<file path="config.mk">
export PLATFORM = sky130hd
export DESIGN_NAME = ilsc_scan
export DESIGN_NICKNAME = d
export VERILOG_FILES = /design/src/ilsc_pkg.sv /design/src/ilsc_scan.sv /design/src/ilsc_bitmem.sv /design/src/ilsc_ilock.sv
export SDC_FILE = /design/constraint.sdc
export NUM_CORES = 2
export LEC_CHECK = 0
export BUFFER_PORTS_ARGS = -buffer_cell sky130_fd_sc_hd__buf_2
export CAP_MARGIN = 25
export CORE_MARGIN = 2
export CORE_UTILIZATION = 55
export CTS_CLUSTER_DIAMETER = 50
export DETAILED_ROUTE_END_ITERATION = 10
export MAX_ROUTING_LAYER = met4
export PLACE_DENSITY = 0.77
export SLEW_MARGIN = 25
export SYNTH_ARGS = -nofsm -noshare
export SYNTH_HDL_FRONTEND = slang
export SYNTH_SLANG_ARGS = --single-unit
</file>
<file path="constraint.sdc">
create_clock -name CLK_SYS -period 26.1 [get_ports CLK_SYS]
set_clock_uncertainty 0.1 [all_clocks]
set_input_delay 2.61 -clock CLK_SYS [delete_from_list [all_inputs] [get_ports CLK_SYS]]
set_output_delay 2.61 -clock CLK_SYS [all_outputs]
set_load 0.1 [all_outputs]
</file>
<file path="src/ilsc_pkg.sv">
// Constants and types shared by the latch and interlock scan block.
// Assumes a 32-bit APB register bus and one program step per request.
package ilsc_pkg;

    ////////////////////////////////////////////////////////////////////////
    // Program step operation codes
    localparam logic [3:0] OP_SCAN_START  = 4'h0;
    localparam logic [3:0] OP_KEEP        = 4'h1;
    localparam logic [3:0] OP_RISE        = 4'h2;
    localparam logic [3:0] OP_FALL        = 4'h3;
    localparam logic [3:0] OP_OUT         = 4'h4;
    localparam logic [3:0] OP_OUT_NOT     = 4'h5;
    localparam logic [3:0] OP_TIMER       = 4'h6;
    localparam logic [3:0] OP_COUNTER     = 4'h7;
    localparam logic [3:0] OP_OTHER       = 4'h8;
    localparam logic [3:0] OP_IL_BEGIN    = 4'h9;
    localparam logic [3:0] OP_IL_CLEAR    = 4'ha;

    ////////////////////////////////////////////////////////////////////////
    // Register map (byte addresses) and fields
    localparam logic [11:0] REG_CTRL      = 12'h000;
    localparam logic [11:0] REG_STATUS    = 12'h004;
    localparam int          CTRL_WARN_EN  = 0;
    localparam logic [31:0] CTRL_RESET    = 32'h00000001;
    localparam int          ST_INHIBIT    = 0;
    localparam int          ST_WARN       = 1;
    localparam int          ST_BUSY       = 2;
    localparam int          ST_CNT_LSB    = 8;

    ////////////////////////////////////////////////////////////////////////
    // Sizes
    localparam int          ADDR_W        = 10;
    localparam int          RETAIN_BASE   = 768;
    localparam int          CNT_W         = 8;

    typedef enum logic [1:0] {
        ST_CLEAR = 2'b00,
        ST_IDLE  = 2'b01,
        ST_EXEC  = 2'b10
    } ilsc_state_t;

endpackage : ilsc_pkg

</file>
<file path="src/ilsc_scan.sv">
// Scan step engine for latch, pulse and interlock instructions.
// Assumes the program feeds one step per request and an APB master.
//
// The APB interface to the registers and the placing of the registers were left to the implementer.
`timescale 1ns/10ps
`default_nettype none
module ilsc_scan #(
    parameter int AW          = ilsc_pkg::ADDR_W,
    parameter int RETAIN_BASE = ilsc_pkg::RETAIN_BASE
) (
    input  wire logic          CLK_SYS,
    input  wire logic          RESET,
    input  wire logic          PSEL,
    input  wire logic          PENABLE,
    input  wire logic          PWRITE,
    input  wire logic [11:0]   PADDR,
    input  wire logic [31:0]   PWDATA,
    output logic [31:0]        PRDATA,
    output logic               PREADY,
    output logic               PSLVERR,
    input  wire logic          STEP_VALID,
    output logic               STEP_READY,
    input  wire logic [3:0]    STEP_OP,
    input  wire logic [AW-1:0] STEP_ADDR,
    input  wire logic          STEP_COND,
    input  wire logic          STEP_SET,
    input  wire logic          STEP_RESET,
    output logic               RESULT_VALID,
    output logic [AW-1:0]      RESULT_ADDR,
    output logic               RESULT_WRITE,
    output logic               RESULT_BIT,
    output logic               TIMER_RESET,
    output logic               COUNTER_HOLD,
    output logic               EXEC_ENABLE,
    output logic               ILOCK_WARN
);
    localparam logic [AW-1:0] CLR_LAST = AW'(RETAIN_BASE - 1);

    ////////////////////////////////////////////////////////////////////////
    // State
    ilsc_pkg::ilsc_state_t state_reg, state_next;
    logic [AW-1:0] clr_addr_reg, clr_addr_next;
    logic [3:0]    op_reg, op_next;
    logic [AW-1:0] addr_reg, addr_next;
    logic          cond_reg, cond_next;
    logic          set_reg, set_next;
    logic          rst_in_reg, rst_in_next;
    logic          rv_reg, rv_next;
    logic [AW-1:0] ra_reg, ra_next;
    logic          rw_reg, rw_next;
    logic          rb_reg, rb_next;
    logic          tr_reg, tr_next;
    logic          ch_reg, ch_next;
    logic          ee_reg, ee_next;
    logic [31:0]   ctrl_reg, ctrl_next;
    logic          warn_reg, warn_next;
    logic [31:0]   prdata_reg, prdata_next;
    logic          slverr_reg, slverr_next;

    logic          bit_q, hist_q;
    logic          bit_we, hist_we, bit_wd, hist_wd;
    logic [AW-1:0] wr_addr;
    logic          inhibit, multi_clear, exec;
    logic [ilsc_pkg::CNT_W-1:0] begin_count;
    logic          il_begin, il_clear, il_restart;
    logic          apb_setup, apb_wr, addr_ok;

    assign exec       = (state_reg == ilsc_pkg::ST_EXEC);
    assign STEP_READY = (state_reg == ilsc_pkg::ST_IDLE);
    assign il_begin   = exec && (op_reg == ilsc_pkg::OP_IL_BEGIN);
    assign il_clear   = exec && (op_reg == ilsc_pkg::OP_IL_CLEAR);
    assign il_restart = exec && (op_reg == ilsc_pkg::OP_SCAN_START);

    ////////////////////////////////////////////////////////////////////////
    // Storage and interlock tracking
    ilsc_bitmem #(.AW(AW), .DEPTH(1 << AW)) u_bits (
        .clk   (CLK_SYS),
        .rst   (RESET),
        .we    (bit_we),
        .waddr (wr_addr),
        .wdata (bit_wd),
        .raddr (STEP_ADDR),
        .rdata (bit_q)
    );

    ilsc_bitmem #(.AW(AW), .DEPTH(1 << AW)) u_hist (
        .clk   (CLK_SYS),
        .rst   (RESET),
        .we    (hist_we),
        .waddr (wr_addr),
        .wdata (hist_wd),
        .raddr (STEP_ADDR),
        .rdata (hist_q)
    );

    ilsc_ilock #(.CW(ilsc_pkg::CNT_W)) u_ilock (
        .clk         (CLK_SYS),
        .rst         (RESET),
        .begin_stb   (il_begin),
        .clear_stb   (il_clear),
        .restart_stb (il_restart),
        .cond        (cond_reg),
        .inhibit     (inhibit),
        .begin_count (begin_count),
        .multi_clear (multi_clear)
    );

    ////////////////////////////////////////////////////////////////////////
    // Sequencer and step evaluation
    always_comb begin
        state_next    = state_reg;
        clr_addr_next = clr_addr_reg;
        op_next       = op_reg;
        addr_next     = addr_reg;
        cond_next     = cond_reg;
        set_next      = set_reg;
        rst_in_next   = rst_in_reg;
        rv_next       = 1'b0;
        ra_next       = ra_reg;
        rw_next       = 1'b0;
        rb_next       = rb_reg;
        tr_next       = 1'b0;
        ch_next       = 1'b0;
        ee_next       = 1'b0;
        bit_we        = 1'b0;
        hist_we       = 1'b0;
        bit_wd        = 1'b0;
        hist_wd       = 1'b0;
        wr_addr       = addr_reg;
        case (state_reg)
            ilsc_pkg::ST_CLEAR: begin
                // Only volatile areas are wiped; retained ones keep data
                bit_we  = 1'b1;
                hist_we = 1'b1;
                wr_addr = clr_addr_reg;
                clr_addr_next = clr_addr_reg + {{(AW-1){1'b0}}, 1'b1};
                if (clr_addr_reg == CLR_LAST) begin
                    state_next = ilsc_pkg::ST_IDLE;
                end
            end
            ilsc_pkg::ST_IDLE: begin
                if (STEP_VALID) begin
                    op_next     = STEP_OP;
                    addr_next   = STEP_ADDR;
                    cond_next   = STEP_COND;
                    set_next    = STEP_SET;
                    rst_in_next = STEP_RESET;
                    state_next  = ilsc_pkg::ST_EXEC;
                end
            end
            ilsc_pkg::ST_EXEC: begin
                state_next = ilsc_pkg::ST_IDLE;
                rv_next    = 1'b1;
                ra_next    = addr_reg;
                rb_next    = bit_q;
                // No flag outputs exist; these steps leave flags alone
                case (op_reg)
                    ilsc_pkg::OP_KEEP: begin
                        if (!inhibit) begin
                            if (rst_in_reg) begin
                                rb_next = 1'b0;
                            end else if (set_reg) begin
                                rb_next = 1'b1;
                            end
                            rw_next = 1'b1;
                        end
                    end
                    ilsc_pkg::OP_RISE, ilsc_pkg::OP_FALL: begin
                        // History frozen while inhibited
                        if (!inhibit) begin
                            hist_we = 1'b1;
                            hist_wd = cond_reg;
                            rw_next = 1'b1;
                            if (op_reg == ilsc_pkg::OP_RISE) begin
                                rb_next = cond_reg & ~hist_q;
                            end else begin
                                rb_next = ~cond_reg & hist_q;
                            end
                        end
                    end
                    ilsc_pkg::OP_OUT, ilsc_pkg::OP_OUT_NOT: begin
                        rw_next = 1'b1;
                        if (inhibit) begin
                            rb_next = 1'b0;
                        end else begin
                            rb_next = cond_reg ^
                                (op_reg == ilsc_pkg::OP_OUT_NOT);
                        end
                    end
                    ilsc_pkg::OP_TIMER: begin
                        tr_next = inhibit;
                        ee_next = ~inhibit;
                    end
                    ilsc_pkg::OP_COUNTER: begin
                        ch_next = inhibit;
                        ee_next = ~inhibit;
                    end
                    ilsc_pkg::OP_OTHER: begin
                        ee_next = ~inhibit;
                    end
                    default: begin
                        // Begin, clear and scan start only move the tracker.
                        // A stray clear just reopens an open section.
                    end
                endcase
                bit_we = rw_next;
                bit_wd = rb_next;
            end
            default: begin
                state_next = ilsc_pkg::ST_CLEAR;
            end
        endcase
    end

    ////////////////////////////////////////////////////////////////////////
    // APB slave: zero wait states, read data staged in the setup cycle
    assign apb_setup = PSEL && !PENABLE;
    assign apb_wr    = PSEL && PENABLE && PWRITE;
    assign addr_ok   = (PADDR == ilsc_pkg::REG_CTRL) ||
                       (PADDR == ilsc_pkg::REG_STATUS);

    always_comb begin
        ctrl_next   = ctrl_reg;
        warn_next   = warn_reg;
        prdata_next = prdata_reg;
        slverr_next = slverr_reg;
        if (apb_setup) begin
            slverr_next = !addr_ok;
            prdata_next = 32'h00000000;
            if (PADDR == ilsc_pkg::REG_CTRL) begin
                prdata_next = ctrl_reg;
            end else if (PADDR == ilsc_pkg::REG_STATUS) begin
                prdata_next[ilsc_pkg::ST_INHIBIT] = inhibit;
                prdata_next[ilsc_pkg::ST_WARN]    = warn_reg;
                prdata_next[ilsc_pkg::ST_BUSY]    =
                    (state_reg == ilsc_pkg::ST_CLEAR);
                prdata_next[ilsc_pkg::ST_CNT_LSB +: ilsc_pkg::CNT_W] =
                    begin_count;
            end
        end
        if (apb_wr && PADDR == ilsc_pkg::REG_CTRL) begin
            ctrl_next = {31'h00000000, PWDATA[ilsc_pkg::CTRL_WARN_EN]};
        end
        if (apb_wr && PADDR == ilsc_pkg::REG_STATUS &&
            PWDATA[ilsc_pkg::ST_WARN]) begin
            warn_next = 1'b0;
        end
        // A new warning beats a clear in the same cycle
        if (multi_clear && ctrl_reg[ilsc_pkg::CTRL_WARN_EN]) begin
            warn_next = 1'b1;
        end
    end

    always_ff @(posedge CLK_SYS or posedge RESET) begin
        if (RESET) begin
            state_reg    <= ilsc_pkg::ST_CLEAR;
            clr_addr_reg <= '0;
            op_reg       <= ilsc_pkg::OP_OTHER;
            addr_reg     <= '0;
            cond_reg     <= 1'b0;
            set_reg      <= 1'b0;
            rst_in_reg   <= 1'b0;
            rv_reg       <= 1'b0;
            ra_reg       <= '0;
            rw_reg       <= 1'b0;
            rb_reg       <= 1'b0;
            tr_reg       <= 1'b0;
            ch_reg       <= 1'b0;
            ee_reg       <= 1'b0;
            ctrl_reg     <= ilsc_pkg::CTRL_RESET;
            warn_reg     <= 1'b0;
            prdata_reg   <= 32'h00000000;
            slverr_reg   <= 1'b0;
        end else begin
            state_reg    <= state_next;
            clr_addr_reg <= clr_addr_next;
            op_reg       <= op_next;
            addr_reg     <= addr_next;
            cond_reg     <= cond_next;
            set_reg      <= set_next;
            rst_in_reg   <= rst_in_next;
            rv_reg       <= rv_next;
            ra_reg       <= ra_next;
            rw_reg       <= rw_next;
            rb_reg       <= rb_next;
            tr_reg       <= tr_next;
            ch_reg       <= ch_next;
            ee_reg       <= ee_next;
            ctrl_reg     <= ctrl_next;
            warn_reg     <= warn_next;
            prdata_reg   <= prdata_next;
            slverr_reg   <= slverr_next;
        end
    end

    assign PRDATA       = prdata_reg;
    assign PREADY       = 1'b1;
    assign PSLVERR      = slverr_reg && PSEL && PENABLE;
    assign RESULT_VALID = rv_reg;
    assign RESULT_ADDR  = ra_reg;
    assign RESULT_WRITE = rw_reg;
    assign RESULT_BIT   = rb_reg;
    assign TIMER_RESET  = tr_reg;
    assign COUNTER_HOLD = ch_reg;
    assign EXEC_ENABLE  = ee_reg;
    assign ILOCK_WARN   = warn_reg;
endmodule : ilsc_scan
`default_nettype wire

</file>
<file path="src/ilsc_bitmem.sv">
// One-bit-wide memory for designated bits or pulse history.
// No reset on the array so retained areas survive; read data registered.
`timescale 1ns/10ps
`default_nettype none
module ilsc_bitmem #(
    parameter int AW    = ilsc_pkg::ADDR_W,
    parameter int DEPTH = 1 << ilsc_pkg::ADDR_W
) (
    input  wire logic          clk,
    input  wire logic          rst,
    input  wire logic          we,
    input  wire logic [AW-1:0] waddr,
    input  wire logic          wdata,
    input  wire logic [AW-1:0] raddr,
    output logic               rdata
);
    logic [DEPTH-1:0] mem;
    logic             rdata_next;

    always_comb begin
        rdata_next = mem[raddr];
    end

    always_ff @(posedge clk) begin
        if (we) begin
            mem[waddr] <= wdata;
        end
    end

    always_ff @(posedge clk or posedge rst) begin
        if (rst) begin
            rdata <= 1'b0;
        end else begin
            rdata <= rdata_next;
        end
    end
endmodule : ilsc_bitmem
`default_nettype wire

</file>
<file path="src/ilsc_ilock.sv">
// Interlock section tracker: running AND of section conditions.
// Assumes strobes are one-cycle pulses from the step sequencer.
`timescale 1ns/10ps
`default_nettype none
module ilsc_ilock #(
    parameter int CW = ilsc_pkg::CNT_W
) (
    input  wire logic          clk,
    input  wire logic          rst,
    input  wire logic          begin_stb,
    input  wire logic          clear_stb,
    input  wire logic          restart_stb,
    input  wire logic          cond,
    output logic               inhibit,
    output logic [CW-1:0]      begin_count,
    output logic               multi_clear
);
    logic          open_reg;
    logic          open_next;
    logic [CW-1:0] cnt_reg;
    logic [CW-1:0] cnt_next;

    always_comb begin
        open_next = open_reg;
        cnt_next  = cnt_reg;
        if (restart_stb || clear_stb) begin
            open_next = 1'b1;
            cnt_next  = '0;
        end else if (begin_stb) begin
            // Stacked begins narrow the same section
            open_next = open_reg & cond;
            if (cnt_reg != {CW{1'b1}}) begin
                cnt_next = cnt_reg + {{(CW-1){1'b0}}, 1'b1};
            end
        end
    end

    always_ff @(posedge clk or posedge rst) begin
        if (rst) begin
            open_reg <= 1'b1;
            cnt_reg  <= '0;
        end else begin
            open_reg <= open_next;
            cnt_reg  <= cnt_next;
        end
    end

    assign inhibit     = ~open_reg;
    assign begin_count = cnt_reg;
    // Only a warning; the section still clears normally
    assign multi_clear = clear_stb && (cnt_reg > {{(CW-1){1'b0}}, 1'b1});
endmodule : ilsc_ilock
`default_nettype wire

</file>
==> flow_metrics.py <==
metrics = {
    "yosys": {
        "yosysTopAreaCell": "edfxtp_1",
        "yosys_warnings": 0,
        "postSynthCellCount": 6389,
        "synth_edf_count": 2048,
        "netlist_area_sq_um": 92090,
        "synth_cell_types": 76,
        "yosysSeqAreaShare_pct": 68.68,
        "synth.avg_cell_area_sq_um": 14.41,
        "ys_seq_elements": 2118,
        "synth_top_cell_area_share_pct": 66.78,
        "synth_area_leaders": "edfxtp_1, mux4_2, nor2_1, mux2i_1, dfrtp_1",
        "ys.flop_type": "edfxtp_1",
        "async_flop_share_pct": 3.305,
    },
    "timing": {
        "setup_viol": 0,
        "fin_setup_tns_ns": 0,
        "finalCritPeriodShare_pct": 30.31,
        "fmaxAchievable_mhz": 126.4,
        "rsz0062_at_grt": "false",
        "finalHoldViolCount": 0,
        "worst_pin_slew_ns": 1.149,
        "relSlewSlack_pct": 23.41,
        "layout_min_cycle_time_ns": 7.910,
        "finalMaxSlewViolations": 0,
    },
    "worst_setup_path": {
        "critical_path_buf_inv_count": 5,
        "crit_chain": "buf_8 > buf_4 > buf_4 > buf_4 > buf_4 > mux4_2 > o22ai_1 > nor2_1 > a211oi_1 > nor3_1 > a21oi_1 > o2111ai_1",
        "slowest_delay_ns": 0.84,
        "cp_common_cell": "buf_4",
        "crit_arrival_ns": 8.42,
        "crit_path_end_kind": "flip-flop",
        "crit_slowest_cell": "buf_4",
        "worstPathRequired_ns": 26.61,
        "crit_fanout": 65,
        "crit_type": "in -> reg",
        "start_kind": "input port",
        "critPathTopFamily": "buffers and inverters",
    },
    "route": {
        "drc": 0,
        "ant_nets": 0,
        "wl_mm": 243.6,
        "num_vias": 55870,
        "drtPass1Iterations": 6,
        "drt_iter0_markers": 9198,
        "wl_per_cell_microns": 28.47,
        "via_per_inst": 6.528,
    },
    "cts": {
        "clock_latency_ns": 0.85,
        "clk_pin_slew_worst_paths_ns": 0.06,
        "cts_max_path_buffers": 3,
        "numCtsBuffers": 199,
        "htree_levels": 4,
        "cts_tree": "built",
        "post_cts_resized": 0,
        "postCtsSetupRepairBufs": 0,
        "cts-root-buf": "clkbuf_16",
        "cts_num_sinks": 2118,
        "holdBufCountCts": 0,
    },
    "floorplanning": {
        "die_area_sq_um": 170700,
        "core-area_sq_um": 166700,
        "start_util_pct": 55.26,
        "ios": 119,
        "die_y_microns": 413.2,
        "die_width_microns": 413.2,
        "row_count": 150,
    },
    "placement": {
        "place_inst": 8185,
        "post-dp-hpwl_mm": 120.8,
        "port_buffers": 66,
        "gp_congestion": 0.8274,
    },
    "power": {
        "p_per_area_nw_per_um2": 66.52,
        "combinationalPowerShare_pct": 2.8,
        "p_sw_share_pct": 20.60,
        "p_sw_w": 0.001372,
        "p_int_w": 0.005287,
        "sequentialPowerShare_pct": 55.1,
        "cellLeakagePower_nw": 25.37,
        "ir_drop_v": 0.00006610,
        "p_clk_share_pct": 42.0,
    },
    "cells_and_area": {
        "final_cell_mix": "nor2_1, edfxtp_1, mux4_2",
        "drive_gt1_share_pct": 17.08,
        "synthToLayoutAreaGrowth_pct": 8.698,
        "fill_cells": 11940,
        "final_common_cell": "nor2_1",
        "instances_no_fill": 8558,
        "nets": 6260,
    },
    "global_route": {
        "grt_max_degree": 305,
        "antenna_found_initial": 5,
        "overflow": 0,
        "grt_pass1_vias": 54300,
        "grt_pass1_wl_mm": 351.9,
        "grt.total_usage_pct": 29.37,
    },
    "worst_hold_path": {
        "hold_path_class": "reg -> reg",
    },
    "flow_run": {
        "drv_cap": 0,
    },
    "status": {
        "status": "finished, final reports clean",
    },
}
## path summary, 6_finish.rpt
| path | from | end | slack (ns) | cells past startpoint |
|---|---|---|---|---|
| max in group asynchronous | RESET | u_ilock.begin_count[4] | 23.37 | 3 |
| setup reg to reg | state_reg[1] | u_hist.mem[821] | 20.83 | 6 |
| min in group asynchronous | RESET | COUNTER_HOLD | 1.94 | 3 |
| hold reg to reg | RESULT_ADDR[3] | RESULT_ADDR[3] | 0.38 | 2 |
| hold / removal | RESULT_ADDR[3] | RESULT_ADDR[3] | 0.38 | 2 |
| setup / recovery | STEP_ADDR[0] | u_bits.rdata | 18.19 | 12 |
## through the flow
stage	total power, W	worst slack (ns)	utilization, %	area, sq um	hold slack (ns)
CTS	0.006667	18.14	59.85	99750	0.3743
floorplan	0.003885	8.127	-	92170	0.3600
global placement	0.003928	17.19	56.08	93470	0.3621
detailed placement	0.003928	17.20	56.13	93550	0.3594
global route	0.006801	17.75	60.06	100100	0.4182
finish	0.006659	18.19	60.07	100100	0.3838
## power by group through the flow
stage	sequential [W]	combinational [W]	clock (W)
after floorplan	0.00374	0.000142	0
after global placement	0.00374	0.000185	0
after detailed placement	0.00374	0.000185	0
after CTS	0.00367	0.000186	0.00281
after global routing	0.00367	0.000195	0.00294
final	0.00367	0.000189	0.00280
## routing by layer
layer  share of wire [%]  up-vias  global-route usage [%]  wire length (microns)
li1                    -    23070                       -                      -
met1                  34    28250                   37.31                  82210
met2                  48     3896                   45.58                 116500
met5                   0        -                       -                      0
met4                 4.5        0                   12.27                  10930
met3                  14      646                   7.140                  33970
## worst min-delay path: stages (launching register included)
cell and delay, ns:
dfrtp_1 0.34, nand2_1 0.06, nand2_1 0.06
## area by class of cell
type / count / area (sq um) / area share, %
clock buffers: 254 / 5303 / 5.297
repair buffers: 211 / 1599 / 1.597
diodes: 2 / 5.005 / 0.005000
clock inverters: 110 / 899.6 / 0.8987
well taps: 2204 / 2758 / 2.755
inverters: 16 / 63.81 / 0.06374
multi-input cells: 3643 / 26220 / 26.20
flip-flops and latches: 2118 / 63250 / 63.19
## cell usage after synthesis (7+ instances only)
cell,instances
nor2_1,2108
a211oi_1,20
o22ai_1,51
nor4_1,11
nor2b_1,12
o21ai_0,40
nand4_1,9
buf_12,10
inv_1,14
edfxtp_1,2048
buf_1,116
nand2_1,172
nor3_1,40
mux4_2,427
and3_1,11
buf_2,59
dfrtp_1,67
buf_4,36
nand3b_1,13
a22oi_1,45
mux4_1,17
a31oi_1,7
o31ai_1,9
xnor2_1,9
o221ai_1,88
clkbuf_1,353
mux2i_1,234
o211ai_1,8
mux2_2,22
a22o_1,16
buf_8,26
a21oi_1,85
buf_6,30
nand3_1,82
## cell families (layout without fill, tap and decap cells)
| kind of cell | after synthesis | after routing | share of synthesized area, % |
|---|---|---|---|
| and+or+nand+nor | 2497 | 2497 | 10.66 |
| DFF | 2118 | 2118 | 68.68 |
| muxes | 700 | 700 | 13.74 |
| buffers and inverters | 648 | 591 | 3.615 |
| AOI/OAI and AO/OA | 405 | 405 | 3.098 |
| xor gates and xnor gates | 15 | 15 | 0.1427 |
| adders and majority gates | 4 | 4 | 0.05435 |
| other | 2 | 24 | 0.008155 |
(Power assumes the default switching activity.)
